$ cat src/include/sensor_out_pkg.sv
// constants and types shared by the sensor output timing block
package sensor_out_pkg;
   // qualifier placement, counted in sample clock periods
   localparam int FRONT_PCLK = 143;
   localparam int BACK_PCLK  = 23;
   // master clock cycles per sample clock period
   localparam int PCLK_DIV   = 2;
   localparam int FRONT_SYS  = FRONT_PCLK * PCLK_DIV;
   localparam int BACK_SYS   = BACK_PCLK * PCLK_DIV;
   // master clock period and reset figures
   localparam int CLK_NS         = 10;
   localparam int RESET_HOLD_NS  = 750;
   localparam int RESET_HOLD_CYC = (RESET_HOLD_NS + CLK_NS - 1) / CLK_NS;
   localparam int BUS_WAIT_EDGES = 10;
   // data hold after a serial clock fall, least time
   localparam int SDA_HOLD_NS  = 300;
   localparam int SDA_HOLD_CYC = (SDA_HOLD_NS + CLK_NS - 1) / CLK_NS;
   // counter widths and reset values
   localparam int CNT_W       = 16;
   localparam int GUARD_W     = 4;
   localparam int WAIT_W      = 6;
   localparam int BIT_W       = 4;
   localparam int BYTE_LAST   = 7;
   localparam int ACK_SLOT    = 8;
   localparam logic RST_LEVEL = 1'b0;

   typedef enum logic [2:0] {
      S_VBLANK, S_FRONT, S_ROW, S_HBLANK, S_BACK, S_STANDBY
   } video_state_t;

   typedef enum logic [1:0] {
      B_IDLE, B_ADDR, B_WDATA, B_RDATA
   } bus_state_t;
endpackage
$ cat src/core/sensor_out_timing.sv
// pixel output timing, standby sequencing and serial bus gating of the sensor
`timescale 1ns/1ps
// Notes on behaviour
// - qualifiers change on the same master clock edge as pixel data.
// - row flag rises with the first pixel, falls as the last ends.
// - image flag rises 143 sample clocks before the first row flag rise.
// - image flag falls 23 sample clocks after the last row flag fall.
// - serial line changes keep a least count of master clocks between them.
// - read data is only pulled low; the pull-up makes a high.
// - reset is needed at power-up; supplies may come in any order.
// - outputs hold defined levels while reset is held low; the synchronous reset sets them only from the first master clock edge.
// - reset alone does not enter the low-power state.
// - a standby request takes effect only after the frame in progress.
// - in standby pixel data and both qualifiers are driven low.
// - in standby the serial bus is ignored.
// - sample clock is an inverted master-derived clock falling with data.
module sensor_out_timing
   import sensor_out_pkg::*;
#(
   parameter int         PIX_W    = 10,
   parameter int         COLS     = 752,
   parameter int         ROWS     = 480,
   parameter int         H_BLANK  = 61,
   parameter int         V_BLANK  = 45,
   parameter logic [6:0] DEV_ADDR = 7'h48
) (
   // master clock and reset
   input  wire logic             clk_sys,
   input  wire logic             resetn,
   // sensor core pixel stream and standby pin
   input  wire logic [PIX_W-1:0] pix_data_in,
   input  wire logic             standby_req,
   // pixel output port
   output logic [PIX_W-1:0]      pixel_data_out,
   output logic                  row_active_flag,
   output logic                  image_active_flag,
   output logic                  sample_clock_out,
   output logic                  low_power,
   // two-wire serial bus
   input  wire logic             scl_in,
   input  wire logic             serial_data_line_in,
   output logic                  serial_data_line_out,
   output logic                  serial_data_line_oe,
   // register side of the serial bus
   output logic [7:0]            wr_data,
   output logic                  wr_strobe,
   input  wire logic [7:0]       rd_data,
   output logic                  rd_take
);
   initial begin
      if (COLS < 1 || ROWS < 1 || H_BLANK < 1 || V_BLANK < 1) $error("bad frame geometry");
      if (COLS >= (1 << CNT_W) || ROWS >= (1 << CNT_W)) $error("frame too large");
      if (H_BLANK >= (1 << CNT_W) || V_BLANK >= (1 << CNT_W)) $error("blanking too long");
   end

   function automatic logic at_end(input logic [CNT_W-1:0] c, input int n);
      return c == CNT_W'(n - 1);
   endfunction

   logic [1:0]         stby_q;
   logic               stby_pend_reg, stby_pend_next;
   logic               phase_reg;
   logic [CNT_W-1:0]   cnt_reg, cnt_next;
   logic [CNT_W-1:0]   row_reg, row_next;
   logic [GUARD_W-1:0] guard_reg;
   video_state_t       state_reg, state_next;

   wire stby_req  = stby_q[1];
   // one sample clock period is two master clocks; data moves on the odd one
   wire tick      = phase_reg;
   wire in_stby   = state_next == S_STANDBY;
   wire row_on    = state_next == S_ROW;
   wire image_on  = state_next == S_FRONT || state_next == S_ROW
                    || state_next == S_HBLANK || state_next == S_BACK;
   wire guard_ok  = guard_reg == GUARD_W'(BUS_WAIT_EDGES);
   wire bus_en    = guard_ok && state_reg != S_STANDBY;

   // a request seen mid-frame is held until the frame has finished
   assign stby_pend_next = stby_req | (stby_pend_reg & (state_reg != S_STANDBY));

   always_comb begin
      state_next = state_reg;
      cnt_next   = cnt_reg;
      row_next   = row_reg;
      if (tick) begin
         unique case (state_reg)
            S_VBLANK: begin
               if (stby_pend_reg) begin
                  state_next = S_STANDBY;
               end else if (at_end(cnt_reg, V_BLANK)) begin
                  state_next = S_FRONT;
                  cnt_next   = '0;
               end else begin
                  cnt_next = cnt_reg + 1'b1;
               end
            end
            S_FRONT: begin
               if (at_end(cnt_reg, FRONT_PCLK)) begin
                  state_next = S_ROW;
                  cnt_next   = '0;
                  row_next   = '0;
               end else begin
                  cnt_next = cnt_reg + 1'b1;
               end
            end
            S_ROW: begin
               if (at_end(cnt_reg, COLS)) begin
                  state_next = at_end(row_reg, ROWS) ? S_BACK : S_HBLANK;
                  cnt_next   = '0;
               end else begin
                  cnt_next = cnt_reg + 1'b1;
               end
            end
            S_HBLANK: begin
               if (at_end(cnt_reg, H_BLANK)) begin
                  state_next = S_ROW;
                  cnt_next   = '0;
                  row_next   = row_reg + 1'b1;
               end else begin
                  cnt_next = cnt_reg + 1'b1;
               end
            end
            S_BACK: begin
               if (at_end(cnt_reg, BACK_PCLK)) begin
                  state_next = S_VBLANK;
                  cnt_next   = '0;
               end else begin
                  cnt_next = cnt_reg + 1'b1;
               end
            end
            S_STANDBY: begin
               if (!stby_pend_reg) begin
                  state_next = S_VBLANK;
                  cnt_next   = '0;
               end
            end
         endcase
      end
   end

   always_ff @(posedge clk_sys) begin
      if (!resetn) begin
         stby_q        <= 2'b00;
         stby_pend_reg <= 1'b0;
         phase_reg     <= 1'b0;
         state_reg     <= S_VBLANK;
         cnt_reg       <= '0;
         row_reg       <= '0;
      end else begin
         stby_q        <= {stby_q[0], standby_req};
         stby_pend_reg <= stby_pend_next;
         phase_reg     <= ~phase_reg;
         state_reg     <= state_next;
         cnt_reg       <= cnt_next;
         row_reg       <= row_next;
      end
   end

   // the bus stays deaf until enough master clocks follow the reset release
   always_ff @(posedge clk_sys) begin
      if (!resetn) guard_reg <= '0;
      else if (!guard_ok) guard_reg <= guard_reg + 1'b1;
   end

   // reset gives every output a fixed low level; the synchronous reset needs a
   // running master clock, so levels before its first edge rely on pad defaults
   always_ff @(posedge clk_sys) begin
      if (!resetn) begin
         pixel_data_out    <= '0;
         row_active_flag   <= RST_LEVEL;
         image_active_flag <= RST_LEVEL;
         sample_clock_out  <= RST_LEVEL;
         low_power         <= 1'b0;
      end else begin
         // falls on the data edge so the receiver can sample on the rise
         sample_clock_out <= in_stby ? 1'b0 : ~phase_reg;
         low_power        <= in_stby;
         if (tick) begin
            pixel_data_out    <= row_on ? pix_data_in : '0;
            row_active_flag   <= row_on;
            image_active_flag <= image_on;
         end
      end
   end

   two_wire_slave #(
      .DEV_ADDR (DEV_ADDR),
      .HOLD_CYC (SDA_HOLD_CYC)
   ) u_bus (
      .clk_sys              (clk_sys),
      .resetn               (resetn),
      .enable               (bus_en),
      .scl_in               (scl_in),
      .serial_data_line_in  (serial_data_line_in),
      .serial_data_line_out (serial_data_line_out),
      .serial_data_line_oe  (serial_data_line_oe),
      .wr_data              (wr_data),
      .wr_strobe            (wr_strobe),
      .rd_data              (rd_data),
      .rd_take              (rd_take)
   );

   // helper counters for the placement checks
   logic [CNT_W-1:0] img_age_reg, low_age_reg, row_len_reg;
   logic             row_seen_reg;
   always_ff @(posedge clk_sys) begin
      if (!resetn) begin
         img_age_reg  <= '0;
         low_age_reg  <= '0;
         row_len_reg  <= '0;
         row_seen_reg <= 1'b0;
      end else begin
         img_age_reg  <= image_active_flag ? img_age_reg + 1'b1 : '0;
         low_age_reg  <= row_active_flag ? '0 : low_age_reg + 1'b1;
         row_len_reg  <= row_active_flag ? row_len_reg + 1'b1 : '0;
         row_seen_reg <= image_active_flag & (row_seen_reg | row_active_flag);
      end
   end
endmodule

$ cat src/core/two_wire_slave.sv
// two-wire serial slave: byte transfer with acknowledge handling
`timescale 1ns/1ps
module two_wire_slave
   import sensor_out_pkg::*;
#(
   parameter logic [6:0] DEV_ADDR = 7'h48,
   parameter int         HOLD_CYC = SDA_HOLD_CYC
) (
   // clock and reset
   input  wire logic       clk_sys,
   input  wire logic       resetn,
   input  wire logic       enable,
   // serial lines
   input  wire logic       scl_in,
   input  wire logic       serial_data_line_in,
   output logic            serial_data_line_out,
   output logic            serial_data_line_oe,
   // register side
   output logic [7:0]      wr_data,
   output logic            wr_strobe,
   input  wire logic [7:0] rd_data,
   output logic            rd_take
);
   initial begin
      if (HOLD_CYC < 1 || HOLD_CYC >= (1 << WAIT_W)) $error("hold count out of range");
   end

   logic [1:0]        scl_q, sda_q;
   logic              scl_p, sda_p;
   logic [WAIT_W-1:0] wait_reg;
   logic [BIT_W-1:0]  bit_reg;
   logic [7:0]        shift_reg;
   logic              mack_reg;
   bus_state_t        state_reg;

   wire scl_s  = scl_q[1];
   wire sda_s  = sda_q[1];
   wire rise   = scl_s & ~scl_p;
   wire fall   = ~scl_s & scl_p;
   wire start  = scl_s & scl_p & sda_p & ~sda_s;
   wire stop   = scl_s & scl_p & ~sda_p & sda_s;
   wire at_ack = bit_reg == BIT_W'(ACK_SLOT);
   wire at_lst = bit_reg == BIT_W'(BYTE_LAST);
   wire held   = ~scl_s && wait_reg == WAIT_W'(HOLD_CYC);
   wire match  = shift_reg[7:1] == DEV_ADDR;
   // only a low level is ever driven; a high comes from the pull-up
   wire want_low = enable && (((state_reg == B_ADDR || state_reg == B_WDATA) && at_ack)
                   || (state_reg == B_RDATA && !at_ack && !shift_reg[7]));

   assign serial_data_line_out = 1'b0;

   always_ff @(posedge clk_sys) begin
      if (!resetn) begin
         scl_q <= 2'b11;
         sda_q <= 2'b11;
         scl_p <= 1'b1;
         sda_p <= 1'b1;
      end else begin
         scl_q <= {scl_q[0], scl_in};
         sda_q <= {sda_q[0], serial_data_line_in};
         scl_p <= scl_s;
         sda_p <= sda_s;
      end
   end

   // the slave lets a fixed number of master clocks pass after each clock fall
   always_ff @(posedge clk_sys) begin
      if (!resetn) wait_reg <= '0;
      else if (fall) wait_reg <= '0;
      else if (!held && !scl_s) wait_reg <= wait_reg + 1'b1;
   end

   always_ff @(posedge clk_sys) begin
      if (!resetn) serial_data_line_oe <= 1'b0;
      else if (!enable) serial_data_line_oe <= 1'b0;
      else if (held) serial_data_line_oe <= want_low;
   end

   always_ff @(posedge clk_sys) begin
      if (!resetn) begin
         state_reg <= B_IDLE;
         bit_reg   <= '0;
         shift_reg <= '0;
         mack_reg  <= 1'b0;
         wr_data   <= '0;
         wr_strobe <= 1'b0;
         rd_take   <= 1'b0;
      end else begin
         wr_strobe <= 1'b0;
         rd_take   <= 1'b0;
         if (!enable || stop) begin
            state_reg <= B_IDLE;
         end else if (start) begin
            state_reg <= B_ADDR;
            // the clock fall that closes the start condition wraps this to zero
            bit_reg   <= '1;
         end else if (rise && state_reg != B_IDLE) begin
            if (at_ack) mack_reg <= ~sda_s;
            else if (state_reg != B_RDATA) shift_reg <= {shift_reg[6:0], sda_s};
         end else if (fall && state_reg != B_IDLE) begin
            if (at_lst) begin
               bit_reg <= BIT_W'(ACK_SLOT);
               if (state_reg == B_ADDR && !match) state_reg <= B_IDLE;
               if (state_reg == B_WDATA) begin
                  wr_data   <= shift_reg;
                  wr_strobe <= 1'b1;
               end
            end else if (at_ack) begin
               bit_reg <= '0;
               if ((state_reg == B_ADDR && shift_reg[0]) || state_reg == B_RDATA) begin
                  // a released acknowledge after a read byte ends the read
                  state_reg <= (state_reg == B_RDATA && !mack_reg) ? B_IDLE : B_RDATA;
                  shift_reg <= rd_data;
                  rd_take   <= state_reg == B_ADDR || mack_reg;
               end else begin
                  state_reg <= B_WDATA;
               end
            end else begin
               bit_reg <= bit_reg + 1'b1;
               if (state_reg == B_RDATA) shift_reg <= {shift_reg[6:0], 1'b0};
            end
         end
      end
   end
endmodule

$ cat config.mk
export PLATFORM = sky130hd
export DESIGN_NAME = sensor_out_timing
export DESIGN_NICKNAME = d
export VERILOG_FILES = /design/src/include/sensor_out_pkg.sv /design/src/core/sensor_out_timing.sv /design/src/core/two_wire_slave.sv
export SDC_FILE = /design/constraint.sdc
export NUM_CORES = 1
export LEC_CHECK = 0
export BUFFER_PORTS_ARGS = -buffer_cell sky130_fd_sc_hd__buf_2
export CORE_MARGIN = 1.5
export CORE_UTILIZATION = 40
export DETAILED_ROUTE_END_ITERATION = 8
export HOLD_SLACK_MARGIN = 0.05
export PLACE_DENSITY_LB_ADDON = 0.12
export SLEW_MARGIN = 20
export SYNTH_ARGS = -nofsm -noshare
export SYNTH_HDL_FRONTEND = slang
export SYNTH_SLANG_ARGS = --single-unit
$ cat constraint.sdc
create_clock -name clk_sys -period 2.96 [get_ports clk_sys]
set_clock_uncertainty 0.2 [all_clocks]
set_input_delay 0.148 -clock clk_sys [delete_from_list [all_inputs] [get_ports clk_sys]]
set_output_delay 0.148 -clock clk_sys [all_outputs]
set_load 0.05 [all_outputs]
# Word level (Yosys, flattened, before mapping)
# Index checks and enable logic that the tools add are counted.
# word_totals
regBits	95
word_cells	184
in_bits	23
# op_classes
eq_ne	37
muxes	44
bitwise	22
n_reduce_logical	50
add_sub_neg	5
# ops
op	n
16-bit 2-to-1 mux	9
16-bit one-hot mux with 6 select lines	1
8-bit 2-to-1 mux	8
16-bit by 1-bit adder with 16-bit output (second input constant)	2
16-bit by 6-bit equality test with 1-bit output (second input constant)	2
16-bit one-hot mux with 2 select lines	1
3-bit 2-to-1 mux	9
4-bit 2-to-1 mux	5
2-bit != test (second input constant)	10
3-bit one-hot mux with 6 select lines	1
16-bit by 10-bit equality test with 1-bit output (second input constant)	1
16-bit by 5-bit equality test with 1-bit output (second input constant)	1
16-bit by 8-bit equality test with 1-bit output (second input constant)	1
16-bit by 9-bit equality test with 1-bit output (second input constant)	1
4-bit AND reduction	4
1-bit inverter	13
3-bit by 2-bit equality test with 1-bit output (second input constant)	4
3-bit equality test (second input constant)	4
1-bit logical AND	12
10-bit 2-to-1 mux	1
2-bit 2-to-1 mux	5
2-bit nonzero test	5
4-bit by 1-bit adder with 4-bit output (second input constant)	2
1-bit bitwise AND	8
other kinds (25)	48

# Logic depth before layout (Yosys ltp)
# Gate-level depths: netlist of run 1.
# depth
depth_word	9
ltp_mapped	10

# Cells and area by module
# A second synthesis of run 1 with hierarchy kept.
# hier_totals
hier_cells	523
area_unflattened_um2	4787.1
# modules_own_cells
module	area_per_inst_um2	seq_area_each_um2	instances	cells_per_inst
sensor_out_timing	2900.3	1141.1	1	323
two_wire_slave	1886.8	760.7	1	200

# Least setup slack after synthesis of run 1
# No wires, ideal clock.
# synth_path
path_kind	register to register
startpoint	register cnt_reg[0]
endpoint	register row_reg[10]
t_required_ps	2689
stages_incl_launch_ff	11
t_arrival_ps	2900
slack_ps	-211
period_less_slack_ps	3171
path_cell_list	dfxtp_1 > inv_1 > ha_1 > or4b_1 > or4_4 > mux2_4 > or3_4 > or2_1 > buf_6 > or3_1 > a21oi_1
# synth_via
elab_chain_cells	3
word_cells_on_any_way	5
# synth_rtl
element	line_no	text
start: declaration	sensor_out_timing.sv:63	logic [CNT_W-1:0] cnt_reg, cnt_next;
start signal: assignment	sensor_out_timing.sv:154	cnt_reg <= cnt_next;
16-bit by 6-bit equality test with 1-bit output or 16-bit by 8-bit equality test with 1-bit output (tied branches)	sensor_out_timing.sv:57	return c == CNT_W'(n - 1);
2-bit != test (no source line)	n/a	
4-bit AND reduction (no source line) (*)	n/a	
end signal: assignment	sensor_out_timing.sv:155	row_reg <= row_next;
end: declaration	sensor_out_timing.sv:64	logic [CNT_W-1:0] row_reg, row_next;
# Mark *: on every way between the ends. The rest lies on a longest branch, timed or not.
# A chain may end at the register's enable or synchronous reset.

# Final worst setup path of run 1
# layout_path
startpoint	register cnt_reg[13]
endpoint	register row_reg[10]
# The elaborated chain is that of the path after synthesis.

==> metrics.txt, run 1 <==
# TYPE chip_impl_metric gauge
chip_impl_metric{name="grt_util_met2",unit=""} 0.278
chip_impl_metric{name="hpwl_after_detailed_placement",unit="µm"} 7010
chip_impl_metric{name="setup_viol_count_final",unit=""} 5
chip_impl_metric{name="fraction_of_layout_cells_with_a_size_suffix_above_1",unit=""} 0.220
chip_impl_metric{name="htree_num_levels",unit=""} 3
chip_impl_metric{name="core_region_area",unit="mm²"} 0.0110
chip_impl_metric{name="cp_max_fo",unit=""} 6
chip_impl_metric{name="gp_routability_congestion",unit=""} 0.844
chip_impl_info{name="whs_endpoint",value="u_bus.sda_q[1]"} 1
chip_impl_metric{name="maxCapViolations",unit=""} 0
chip_impl_metric{name="detailedRoute.firstPassIterationCount",unit=""} 4
chip_impl_metric{name="synth_cell_types",unit=""} 61
chip_impl_metric{name="final_core_utilization",unit=""} 0.528
chip_impl_info{name="synth_flop_cell",value="sky130_fd_sc_hd__dfxtp_1"} 1
chip_impl_metric{name="first_global_vias",unit=""} 3650
chip_impl_metric{name="clock_sink_count",unit=""} 95
chip_impl_metric{name="vias",unit=""} 3896
chip_impl_metric{name="drt-initial-drc-count",unit=""} 195
chip_impl_metric{name="drc",unit=""} 0
chip_impl_metric{name="design.portCount",unit=""} 49
chip_impl_info{name="synth_largest_area_cell",value="sky130_fd_sc_hd__dfxtp_1"} 1
chip_impl_metric{name="design_power_total",unit="mW"} 2.61
chip_impl_metric{name="synthesis.area",unit="mm²"} 0.00455
chip_impl_metric{name="start_util",unit=""} 0.414
chip_impl_metric{name="postRouteWirelength",unit="µm"} 10300
chip_impl_metric{name="dpl_cell_area",unit="mm²"} 0.00514
chip_impl_info{name="tritoncts",value="built"} 1
chip_impl_metric{name="final-hold-violation-count",unit=""} 0
chip_impl_metric{name="postRouteAntennaNets",unit=""} 0
chip_impl_info{name="crit_path_start_kind",value="flop"} 1
chip_impl_metric{name="max_slew_vio_count",unit=""} 0
chip_impl_metric{name="worstPathArrival",unit="ps"} 3110
chip_impl_metric{name="ys_seq_elements",unit=""} 95
chip_impl_metric{name="final.period_utilization",unit=""} 1.02
chip_impl_metric{name="actual_transition_at_the_worst_max_transition_pin",unit="ps"} 926
chip_impl_info{name="rsz0062_at_grt",value="true"} 1
chip_impl_info{name="post-synth-top-count-cell",value="sky130_fd_sc_hd__dfxtp_1"} 1
chip_impl_metric{name="dp_cells",unit=""} 717
chip_impl_metric{name="ir_worst_vdd",unit="V"} 0.000292
chip_impl_info{name="worst_setup_path_end_kind",value="flop"} 1
chip_impl_metric{name="ys_seq_area_frac",unit=""} 0.418
chip_impl_metric{name="min_delay_path_depth",unit=""} 1
chip_impl_metric{name="global_route.usage.met3",unit=""} 0.0350
chip_impl_info{name="worst_hold_startpoint",value="u_bus.sda_q[0]"} 1
chip_impl_info{name="post_synth_main_area_contributors",value="sky130_fd_sc_hd__dfxtp_1 42%, sky130_fd_sc_hd__nor2_1 4.9%, sky130_fd_sc_hd__mux2i_1 4.4%, sky130_fd_sc_hd__ha_1 3.9%, sky130_fd_sc_hd__xor2_1 3.9%"} 1
chip_impl_metric{name="netlist.area_leader.share",unit=""} 0.418
chip_impl_metric{name="worst_slack",unit="ps"} -65.9
chip_impl_metric{name="synth_enable_flop_cells",unit=""} 0
chip_impl_info{name="rr_startpoint",value="cnt_reg[13]"} 1
chip_impl_metric{name="period_needed",unit="ps"} 3030
chip_impl_metric{name="globalRouteTotalUtil",unit=""} 0.181
chip_impl_metric{name="powerDensity",unit="mW/mm²"} 451
chip_impl_metric{name="numCtsBuffers",unit=""} 9
chip_impl_metric{name="final_cell_area",unit="mm²"} 0.00580
chip_impl_metric{name="rows",unit=""} 38
chip_impl_metric{name="power_leakage",unit="nW"} 2.35
chip_impl_metric{name="num-nets-final",unit=""} 651
chip_impl_info{name="critPathKind",value="flop to flop"} 1
chip_impl_metric{name="grt_antenna_before_repair",unit=""} 0
chip_impl_metric{name="async_reset_ff_frac",unit=""} 0
chip_impl_info{name="globalRoute.busiestLayer",value="met2"} 1
chip_impl_metric{name="wire_length_of_the_first_global_routing_pass",unit="µm"} 17200
chip_impl_metric{name="die-area",unit="mm²"} 0.0120
chip_impl_info{name="violations",value="setup timing"} 1
chip_impl_info{name="worst_hold_path_type",value="flop to flop"} 1
chip_impl_metric{name="routed_wire_length_per_instance",unit="µm"} 13.6
chip_impl_info{name="clk_root_buffer_cell",value="sky130_fd_sc_hd__clkbuf_16"} 1
chip_impl_metric{name="worst_hold_margin",unit="ps"} 215
chip_impl_metric{name="postSynthCellCount",unit=""} 519
chip_impl_metric{name="clkLatencyLatePin",unit="ps"} 340
chip_impl_info{name="netlist_top_cells_count",value="95 x sky130_fd_sc_hd__dfxtp_1, 59 x sky130_fd_sc_hd__nor2_1, 40 x sky130_fd_sc_hd__nand2_1"} 1
chip_impl_metric{name="place.port_buffers",unit=""} 47
chip_impl_metric{name="layout.cells.non_filler",unit=""} 759
chip_impl_metric{name="floorplan.die.width",unit="µm"} 110
chip_impl_metric{name="globalRoute.totalOverflow",unit=""} 0
chip_impl_metric{name="drt-vias-per-instance",unit=""} 5.13
chip_impl_info{name="status",value="finished with violations"} 1
chip_impl_metric{name="syn_nets",unit=""} 556
chip_impl_metric{name="antenna-diode-count",unit=""} 0
chip_impl_metric{name="timing.critical_path.required",unit="ps"} 3040
chip_impl_metric{name="slew_headroom",unit=""} 0.380
chip_impl_metric{name="dieHeight",unit="µm"} 110
chip_impl_metric{name="fmax",unit="MHz"} 330
chip_impl_metric{name="postSynthAreaPerCell",unit="µm²"} 8.76
chip_impl_metric{name="pin_count_of_the_biggest_net_entering_global_routing",unit=""} 44
chip_impl_metric{name="ff2ff_path_depth",unit=""} 7
chip_impl_metric{name="worst_setup_hold_path_clk_slew",unit="ps"} 60
chip_impl_metric{name="reg2reg_slack",unit="ps"} -70
chip_impl_info{name="timing.rr.end",value="row_reg[10]"} 1
chip_impl_metric{name="yosys_warnings",unit=""} 0
chip_impl_metric{name="grt.met1_usage",unit=""} 0.251
chip_impl_metric{name="maximum_buffer_depth_of_the_clock_tree",unit=""} 2
chip_impl_metric{name="area_delta_synth_final",unit="%"} 27.5
chip_impl_metric{name="filler_cell_count",unit=""} 1033
## logic make-up after synthesis
group,synth area share
simple gates,0.260
compound gates,0.126
other cells,0.000825
buf+inv,0.0429
flops,0.418
xor+xnor,0.0636
mux,0.0498
fa+ha+maj,0.0385
## cell usage in the layout (no fill, tap or decap), types with 4 or more instances in the layout
cell type	count
sky130_fd_sc_hd__dfxtp_1	94
sky130_fd_sc_hd__nor2_1	58
sky130_fd_sc_hd__buf_2	47
sky130_fd_sc_hd__buf_4	41
sky130_fd_sc_hd__nand2_1	40
sky130_fd_sc_hd__dlygate4sd3_1	22
sky130_fd_sc_hd__xor2_1	20
sky130_fd_sc_hd__nand3_1	20
sky130_fd_sc_hd__mux2i_1	20
sky130_fd_sc_hd__inv_1	19
sky130_fd_sc_hd__o21ai_0	18
sky130_fd_sc_hd__a21oi_1	16
sky130_fd_sc_hd__nor2b_1	15
sky130_fd_sc_hd__ha_1	14
sky130_fd_sc_hd__xnor2_1	13
sky130_fd_sc_hd__and2_1	12
sky130_fd_sc_hd__nor3_1	12
sky130_fd_sc_hd__nand4_1	10
sky130_fd_sc_hd__nand2b_1	10
sky130_fd_sc_hd__a22o_1	10
sky130_fd_sc_hd__clkbuf_16	9
sky130_fd_sc_hd__and3_1	8
sky130_fd_sc_hd__o211a_1	8
sky130_fd_sc_hd__nor4_1	6
sky130_fd_sc_hd__or3_1	4
## routing by layer
metal	share of wire	vias to the layer above
li1	-	2005
met1	0.50	1848
met2	0.47	33
met3	0.020	10
met4	0.014	0
met5	0	-
## repair_timing
item,4_1_cts,5_1_grt
pin swaps,6,8
setup buffers,1,1
setup endpoints to repair,23,28
endpoints found under the hold margin,23,0
resized for setup,5,17
hold buffers,22,0
cloned,1,1
## metrics by stage
stage	worst slack, ps	TNS (ps)
2_1_floorplan	-161	-1310
3_3_place_gp	-148	-1100
3_5_place_dp	-208	-2290
4_1_cts	-88.4	-303
5_1_grt	-177	-1270
6_report	-65.9	-266
## report_power, final
| group | internal, mW | switching (mW) |
|---|---|---|
| clock network | 0.638 | 0.479 |
| registers | 1.30 | 0.0209 |
| logic | 0.0867 | 0.0918 |
## worst max-delay path by stage
stage / start / to / slack, ps / cells after the start
floorplan: cnt_reg[13] / row_reg[10] / -160 / 9
CTS: cnt_reg[15] / row_reg[10] / -90 / 7
global route: cnt_reg[13] / image_active_flag / -180 / 7
detailed placement: cnt_reg[13] / row_reg[10] / -210 / 7
global placement: cnt_reg[13] / row_reg[8] / -150 / 7
finish: cnt_reg[13] / row_reg[10] / -70 / 7
## worst max-delay path, cell delays in order (launching register included)
cell and delay, ps:
sky130_fd_sc_hd__dfxtp_1 310, sky130_fd_sc_hd__or4_4 580, sky130_fd_sc_hd__or4_4 550, sky130_fd_sc_hd__mux2_4 280, sky130_fd_sc_hd__or3_4 340, sky130_fd_sc_hd__or2_4 260
sky130_fd_sc_hd__or3_4 330, sky130_fd_sc_hd__a21oi_2 110
## layout make-up
| type | count | area (µm²) | share of cell area |
|---|---|---|---|
| Clock buffer | 12 | 267 | 0.0460 |
| Timing Repair Buffer | 111 | 774 | 0.134 |
| Tap cell | 140 | 175 | 0.0302 |
| Clock inverter | 4 | 26.3 | 0.00453 |
| Inverter | 19 | 71.3 | 0.0123 |
| Sequential cell | 95 | 1900 | 0.328 |
| Multi-Input combinational cell | 378 | 2580 | 0.445 |
Power figures use the tool's default switching activity.
==> inputs of run 2 (changes only) <==
--- a/config.mk
+++ b/config.mk
@@ -5,6 +5,7 @@
 export SDC_FILE = /design/constraint.sdc
 export NUM_CORES = 1
 export LEC_CHECK = 0
+export ABC_AREA = 1
 export BUFFER_PORTS_ARGS = -buffer_cell sky130_fd_sc_hd__buf_2
 export CORE_MARGIN = 1.5
 export CORE_UTILIZATION = 40
==> metrics.txt, run 2 <==
# TYPE chip_impl_metric gauge
chip_impl_metric{name="globalRouteTotalUtil",unit=""} 0.184
chip_impl_metric{name="wire_length_of_the_first_global_routing_pass",unit="µm"} 19300
chip_impl_metric{name="fraction_of_layout_cells_with_a_size_suffix_above_1",unit=""} 0.173
chip_impl_info{name="synth_largest_area_cell",value="sky130_fd_sc_hd__dfxtp_1"} 1
chip_impl_metric{name="worstPathArrival",unit="ps"} 2610
chip_impl_metric{name="num-nets-final",unit=""} 785
chip_impl_metric{name="postRouteWirelength",unit="µm"} 11200
chip_impl_metric{name="rows",unit=""} 40
chip_impl_metric{name="final.period_utilization",unit=""} 0.858
chip_impl_metric{name="dpl_cell_area",unit="mm²"} 0.00534
chip_impl_metric{name="hpwl_after_detailed_placement",unit="µm"} 8270
chip_impl_info{name="tritoncts",value="built"} 1
chip_impl_metric{name="syn_nets",unit=""} 716
chip_impl_metric{name="clkLatencyLatePin",unit="ps"} 360
chip_impl_info{name="worst_hold_startpoint",value="u_bus.scl_q[0]"} 1
chip_impl_metric{name="die-area",unit="mm²"} 0.0130
chip_impl_metric{name="globalRoute.totalOverflow",unit=""} 0
chip_impl_info{name="worst_setup_path_end_kind",value="flop"} 1
chip_impl_metric{name="cts_hold_repair_buffers",unit=""} 22
chip_impl_metric{name="cts_repair_resized_insts",unit=""} 0
chip_impl_metric{name="area.sequential",unit="mm²"} 0.00190
chip_impl_metric{name="ff2ff_path_depth",unit=""} 10
chip_impl_metric{name="maxCapViolations",unit=""} 0
chip_impl_info{name="worst_path_max_delay_cell",value="sky130_fd_sc_hd__nand3_1"} 1
chip_impl_metric{name="core_region_area",unit="mm²"} 0.0121
chip_impl_metric{name="powerDensity",unit="mW/mm²"} 470
chip_impl_metric{name="place.port_buffers",unit=""} 47
chip_impl_metric{name="multiInputGateArea",unit="mm²"} 0.00259
chip_impl_info{name="post_synth_main_area_contributors",value="sky130_fd_sc_hd__dfxtp_1 38%, sky130_fd_sc_hd__nand2_1 9.6%, sky130_fd_sc_hd__inv_1 6.6%, sky130_fd_sc_hd__nor2_1 6.5%, sky130_fd_sc_hd__a21oi_1 5.2%"} 1
chip_impl_info{name="layout.cells.most_common_list",value="127 x sky130_fd_sc_hd__nand2_1, 95 x sky130_fd_sc_hd__dfxtp_1, 87 x sky130_fd_sc_hd__inv_1"} 1
chip_impl_metric{name="max_slew_vio_count",unit=""} 0
chip_impl_metric{name="first_global_vias",unit=""} 4226
chip_impl_metric{name="postSynthCellCount",unit=""} 679
chip_impl_metric{name="drc",unit=""} 0
chip_impl_metric{name="synthesis.area",unit="mm²"} 0.00495
chip_impl_info{name="status",value="completed"} 1
chip_impl_metric{name="drt-vias-per-instance",unit=""} 4.93
chip_impl_info{name="clk_root_buffer_cell",value="sky130_fd_sc_hd__clkbuf_16"} 1
chip_impl_metric{name="yosys_warnings",unit=""} 0
chip_impl_info{name="synth_flop_cell",value="sky130_fd_sc_hd__dfxtp_1"} 1
chip_impl_info{name="rr_startpoint",value="cnt_reg[0]"} 1
chip_impl_info{name="critical_path.most_common_cell",value="sky130_fd_sc_hd__nand3_1"} 1
chip_impl_metric{name="htree_num_levels",unit=""} 3
chip_impl_metric{name="clock_sink_count",unit=""} 95
chip_impl_metric{name="maximum_buffer_depth_of_the_clock_tree",unit=""} 2
chip_impl_info{name="worst_hold_path_type",value="flop to flop"} 1
chip_impl_metric{name="min_delay_path_depth",unit=""} 1
chip_impl_metric{name="synth_cell_types",unit=""} 51
chip_impl_metric{name="timing.critical_path.required",unit="ps"} 3030
chip_impl_metric{name="synth_enable_flop_cells",unit=""} 0
chip_impl_metric{name="drt-initial-drc-count",unit=""} 236
chip_impl_metric{name="async_reset_ff_frac",unit=""} 0
chip_impl_info{name="path_cells",value="inv_1 -> ha_1 -> nand3_1 -> nor2_1 -> nand2_1 -> nand2_2 -> nand3_1 -> o21ai_2 -> nand3_1 -> o21ai_0"} 1
chip_impl_info{name="rsz0062_at_grt",value="false"} 1
chip_impl_metric{name="cp_max_fo",unit=""} 11
chip_impl_metric{name="fmax",unit="MHz"} 394
chip_impl_metric{name="numCtsBuffers",unit=""} 9
chip_impl_metric{name="area_delta_synth_final",unit="%"} 18.2
chip_impl_metric{name="postSynthAreaPerCell",unit="µm²"} 7.29
chip_impl_metric{name="cpPeakStageDelay",unit="ps"} 490
chip_impl_metric{name="setup_viol_count_final",unit=""} 0
chip_impl_metric{name="dieHeight",unit="µm"} 114
chip_impl_metric{name="ys_seq_elements",unit=""} 95
chip_impl_metric{name="ir_worst_vdd",unit="V"} 0.000403
chip_impl_metric{name="design_power_total",unit="mW"} 2.75
chip_impl_info{name="netlist_top_cells_count",value="127 x sky130_fd_sc_hd__nand2_1, 95 x sky130_fd_sc_hd__dfxtp_1, 87 x sky130_fd_sc_hd__inv_1"} 1
chip_impl_metric{name="worst_setup_hold_path_clk_slew",unit="ps"} 70
chip_impl_info{name="critPathKind",value="flop to flop"} 1
chip_impl_info{name="post-synth-top-count-cell",value="sky130_fd_sc_hd__nand2_1"} 1
chip_impl_info{name="gate_family_responsible_for_the_most_delay_along_the_worst_path",value="simple AND/OR/NAND/NOR gates"} 1
chip_impl_metric{name="filler_cell_count",unit=""} 1226
chip_impl_metric{name="count_of_buffering_cells_on_the_critical_path_with_inverters_included",unit=""} 1
chip_impl_metric{name="power_leakage",unit="nW"} 2.39
chip_impl_metric{name="vias",unit=""} 4540
chip_impl_metric{name="routed_wire_length_per_instance",unit="µm"} 12.2
chip_impl_info{name="whs_endpoint",value="u_bus.scl_q[1]"} 1
chip_impl_metric{name="final_cell_area",unit="mm²"} 0.00585
chip_impl_metric{name="gp_routability_congestion",unit=""} 0.866
chip_impl_metric{name="reg2reg_slack",unit="ps"} 420
chip_impl_metric{name="period_needed",unit="ps"} 2540
chip_impl_metric{name="slew_headroom",unit=""} 0.498
chip_impl_metric{name="grt_antenna_before_repair",unit=""} 0
chip_impl_metric{name="design.portCount",unit=""} 49
chip_impl_metric{name="start_util",unit=""} 0.410
chip_impl_metric{name="antenna-diode-count",unit=""} 0
chip_impl_metric{name="worst_hold_margin",unit="ps"} 213
chip_impl_info{name="timing.rr.end",value="pixel_data_out[0]"} 1
chip_impl_info{name="crit_path_start_kind",value="flop"} 1
chip_impl_metric{name="postCtsSetupBuffers",unit=""} 0
chip_impl_metric{name="detailedRoute.firstPassIterationCount",unit=""} 4
chip_impl_metric{name="pin_count_of_the_biggest_net_entering_global_routing",unit=""} 34
chip_impl_metric{name="final-hold-violation-count",unit=""} 0
chip_impl_metric{name="netlist.area_leader.share",unit=""} 0.384
chip_impl_info{name="mostFrequentLayoutCell",value="sky130_fd_sc_hd__nand2_1"} 1
chip_impl_metric{name="floorplan.die.width",unit="µm"} 114
chip_impl_metric{name="fin_tns_setup",unit="ps"} 0
chip_impl_metric{name="ys_seq_area_frac",unit=""} 0.384
chip_impl_metric{name="actual_transition_at_the_worst_max_transition_pin",unit="ps"} 750
chip_impl_metric{name="postRouteAntennaNets",unit=""} 0
==> run 2: where the power goes <==
part	internal, mW	leakage (nW)	switching [mW]
clock network	0.606	0.142	0.537
registers	1.31	0.770	0.0244
logic	0.0962	1.48	0.180
==> run 2: how the worst max path moves through the flow <==
stage | start | cells past startpoint | slack (ps) | endpoint
2_1_floorplan | u_bus.state_reg[0] | 8 | 970 | u_bus.shift_reg[1]
3_3_place_gp | state_reg[2] | 12 | 500 | pixel_data_out[0]
3_5_place_dp | cnt_reg[0] | 10 | 400 | pixel_data_out[0]
4_1_cts | cnt_reg[0] | 10 | 380 | pixel_data_out[0]
5_1_grt | cnt_reg[0] | 10 | 170 | pixel_data_out[0]
6_report | cnt_reg[0] | 10 | 420 | pixel_data_out[0]
==> run 2: layout make-up <==
type                            instances  area share
Sequential cell                        95       0.325
Clock buffer                           10      0.0409
Timing Repair Buffer                   73      0.0830
Tap cell                              168      0.0359
Multi-Input combinational cell        471       0.444
Inverter                               98      0.0629
Clock inverter                          6     0.00856
==> run 2: logic make-up (layout without fill, tap and decap cells) <==
kind of cell,Yosys count,in the layout,synth area share
DFF,95,95,0.384
adders and majority gates,14,14,0.0354
and+or+nand+nor,312,312,0.289
buffers and inverters,113,187,0.0913
other,1,1,0.000758
xor gates and xnor gates,13,13,0.0230
muxes,7,7,0.0159
AOI/OAI and AO/OA,124,124,0.160
==> run 2: worst register-to-register path: cells and delay by family, from the launching register on <==
family	cells	cell delay [ps]
adders and majority gates	1	190
buffers and inverters	1	100
and+or+nand+nor	6	1040
AOI/OAI and AO/OA	2	580
DFF	1	340
==> run 2: layer usage <==
metal / part of all wire / vias up / GRT usage
met1: 0.46 / 2094 / 0.221
met4: 0.025 / 0 / 0.0808
met2: 0.49 / 66 / 0.313
li1: - / 2357 / -
met5: 0 / - / 0
met3: 0.031 / 23 / 0.0455
==> run 2: per-stage QoR <==
step | util | worst slack (ps) | cells
global placement | 0.443 | 500 | 883
global route | 0.485 | 166 | 921
finish | 0.485 | 419 | 921
detailed placement | 0.443 | 404 | 883
floorplan | - | 970 | 679
CTS | 0.485 | 376 | 921
==> inputs of run 3 (changes only) <==
--- a/config.mk
+++ b/config.mk
@@ -12,6 +12,7 @@
 export DETAILED_ROUTE_END_ITERATION = 8
 export HOLD_SLACK_MARGIN = 0.05
 export PLACE_DENSITY_LB_ADDON = 0.12
+export RECOVER_POWER = 25
 export SLEW_MARGIN = 20
 export SYNTH_ARGS = -nofsm -noshare
 export SYNTH_HDL_FRONTEND = slang
==> metrics.txt, run 3 (same netlist as run 2, synthesis figures left out) <==
# TYPE chip_impl_metric gauge
chip_impl_metric{name="worst_hold_margin",unit="ps"} 214
chip_impl_metric{name="min_delay_path_depth",unit=""} 1
chip_impl_info{name="tritoncts",value="built"} 1
chip_impl_metric{name="actual_transition_at_the_worst_max_transition_pin",unit="ps"} 741
chip_impl_metric{name="clock_sink_count",unit=""} 95
chip_impl_metric{name="ff2ff_path_depth",unit=""} 10
chip_impl_metric{name="fin_tns_setup",unit="ps"} 0
chip_impl_metric{name="slew_headroom",unit=""} 0.504
chip_impl_metric{name="wire_length_of_the_first_global_routing_pass",unit="µm"} 19300
chip_impl_info{name="worst_hold_path_type",value="flop to flop"} 1
chip_impl_metric{name="globalRouteTotalUtil",unit=""} 0.184
chip_impl_metric{name="routed_wire_length_per_instance",unit="µm"} 12.2
chip_impl_metric{name="cts_hold_repair_buffers",unit=""} 22
chip_impl_metric{name="drc",unit=""} 0
chip_impl_metric{name="rows",unit=""} 40
chip_impl_metric{name="ir_worst_vdd",unit="V"} 0.000403
chip_impl_metric{name="setup_viol_count_final",unit=""} 0
chip_impl_metric{name="period_needed",unit="ps"} 2540
chip_impl_metric{name="worstPathArrival",unit="ps"} 2610
chip_impl_info{name="clk_root_buffer_cell",value="sky130_fd_sc_hd__clkbuf_16"} 1
chip_impl_metric{name="maximum_buffer_depth_of_the_clock_tree",unit=""} 2
chip_impl_metric{name="antenna-diode-count",unit=""} 0
chip_impl_metric{name="preCtsSetupSlack",unit="ps"} 404
chip_impl_metric{name="final_cell_area",unit="mm²"} 0.00582
chip_impl_metric{name="postCtsSetupBuffers",unit=""} 0
chip_impl_metric{name="area_delta_synth_final",unit="%"} 17.5
chip_impl_info{name="critPathKind",value="flop to flop"} 1
chip_impl_metric{name="hpwl_after_detailed_placement",unit="µm"} 8270
chip_impl_metric{name="worst_setup_hold_path_clk_slew",unit="ps"} 70
chip_impl_metric{name="worst_slack",unit="ps"} 418
chip_impl_metric{name="final-hold-violation-count",unit=""} 0
chip_impl_metric{name="powerDensity",unit="mW/mm²"} 472
chip_impl_metric{name="dieHeight",unit="µm"} 114
chip_impl_metric{name="final.period_utilization",unit=""} 0.859
chip_impl_metric{name="power_leakage",unit="nW"} 2.28
chip_impl_info{name="maxUsedRoutingLayer",value="met4"} 1
chip_impl_metric{name="maxCapViolations",unit=""} 0
chip_impl_metric{name="floorplan.die.width",unit="µm"} 114
chip_impl_info{name="mostFrequentLayoutCell",value="sky130_fd_sc_hd__nand2_1"} 1
chip_impl_metric{name="wirelength_met1",unit="µm"} 5120
chip_impl_metric{name="pin_count_of_the_biggest_net_entering_global_routing",unit=""} 34
chip_impl_metric{name="reg2reg_slack",unit="ps"} 420
chip_impl_metric{name="timing.critical_path.required",unit="ps"} 3030
chip_impl_metric{name="core_region_area",unit="mm²"} 0.0121
chip_impl_metric{name="cts_repair_resized_insts",unit=""} 0
chip_impl_metric{name="design.portCount",unit=""} 49
chip_impl_info{name="rr_startpoint",value="cnt_reg[0]"} 1
chip_impl_metric{name="clkLatencyLatePin",unit="ps"} 360
chip_impl_metric{name="dpl_cell_area",unit="mm²"} 0.00534
chip_impl_metric{name="met3WireLength",unit="µm"} 366
chip_impl_info{name="layout.cells.most_common_list",value="127 x sky130_fd_sc_hd__nand2_1, 95 x sky130_fd_sc_hd__dfxtp_1, 87 x sky130_fd_sc_hd__inv_1"} 1
chip_impl_metric{name="grt_antenna_before_repair",unit=""} 0
chip_impl_info{name="timing.rr.end",value="pixel_data_out[0]"} 1
chip_impl_metric{name="design_power_total",unit="mW"} 2.75
chip_impl_info{name="capturing_instance_or_port_of_the_critical_path",value="pixel_data_out[0]"} 1
chip_impl_metric{name="fraction_of_layout_cells_with_a_size_suffix_above_1",unit=""} 0.138
chip_impl_metric{name="fmax",unit="MHz"} 393
chip_impl_metric{name="detailedRoute.firstPassIterationCount",unit=""} 4
chip_impl_metric{name="postRouteAntennaNets",unit=""} 0
chip_impl_metric{name="place.port_buffers",unit=""} 47
chip_impl_metric{name="drt-vias-per-instance",unit=""} 4.94
chip_impl_metric{name="first_global_vias",unit=""} 4226
chip_impl_info{name="crit_path_start_kind",value="flop"} 1
chip_impl_metric{name="drt-initial-drc-count",unit=""} 220
chip_impl_metric{name="wl_met2",unit="µm"} 5450
chip_impl_metric{name="globalRoute.totalOverflow",unit=""} 0
chip_impl_metric{name="vias",unit=""} 4553
chip_impl_metric{name="htree_num_levels",unit=""} 3
chip_impl_info{name="crit_startpoint",value="cnt_reg[0]"} 1
chip_impl_metric{name="cp_max_fo",unit=""} 11
chip_impl_metric{name="max_slew_vio_count",unit=""} 0
chip_impl_metric{name="numCtsBuffers",unit=""} 9
chip_impl_metric{name="num-nets-final",unit=""} 785
chip_impl_metric{name="postRouteWirelength",unit="µm"} 11200
chip_impl_metric{name="die-area",unit="mm²"} 0.0130
chip_impl_info{name="worst_setup_path_end_kind",value="flop"} 1
chip_impl_info{name="status",value="completed"} 1
chip_impl_info{name="rsz0062_at_grt",value="false"} 1
chip_impl_metric{name="start_util",unit=""} 0.410
chip_impl_metric{name="gp_routability_congestion",unit=""} 0.866
run 3: cell count changes in the layout (fill, tap and decap cells not counted), sizes merged:
cell    change
clkbuf     +26
buf        -26
run 3: how the worst min path moves through the flow:
stage,startpoint,endpoint,slack [ps]
final,u_bus.scl_q[0],u_bus.scl_q[1],210
after global routing,u_bus.scl_q[0],u_bus.scl_q[1],220
after CTS,u_bus.scl_q[0],u_bus.scl_q[1],220
after detailed placement,scl_in,u_bus.scl_q[0],140
after global placement,scl_in,u_bus.scl_q[0],130
after floorplan,standby_req,stby_q[0],50
run 3: critical path, cell delays in order, from the launching register on:
cell and delay (ps):
sky130_fd_sc_hd__dfxtp_1 340, sky130_fd_sc_hd__inv_1 100, sky130_fd_sc_hd__ha_1 190, sky130_fd_sc_hd__nand3_1 80, sky130_fd_sc_hd__nor2_1 120, sky130_fd_sc_hd__nand2_1 90
sky130_fd_sc_hd__nand2_2 120, sky130_fd_sc_hd__nand3_1 140, sky130_fd_sc_hd__o21ai_2 260, sky130_fd_sc_hd__nand3_1 500, sky130_fd_sc_hd__o21ai_0 320
run 3: report_power, final:
group	switching, mW	internal [mW]	total [mW]
clock	0.536	0.606	1.14
combinational	0.180	0.0935	0.274
sequential	0.0247	1.31	1.33
total	0.741	2.01	2.75
run 3: layout make-up:
class                           count  area [µm²]
Clock buffer                       10         239
Clock inverter                      6        50.0
Fill cell                        1238        6240
Inverter                           98         368
Multi-Input combinational cell    471        2590
Sequential cell                    95        1900
Tap cell                          168         210
Timing Repair Buffer               73         453
run 3: per-layer routing:
layer,vias to the layer above,global-route usage
li1,2357,-
met1,2098,0.221
met2,75,0.313
met3,23,0.0455
met4,0,0.0808
met5,-,0
run 3: metrics by stage:
step,cells,util
floorplan,679,-
global placement,883,0.443
detailed placement,883,0.443
CTS,921,0.485
global route,921,0.482
finish,921,0.482
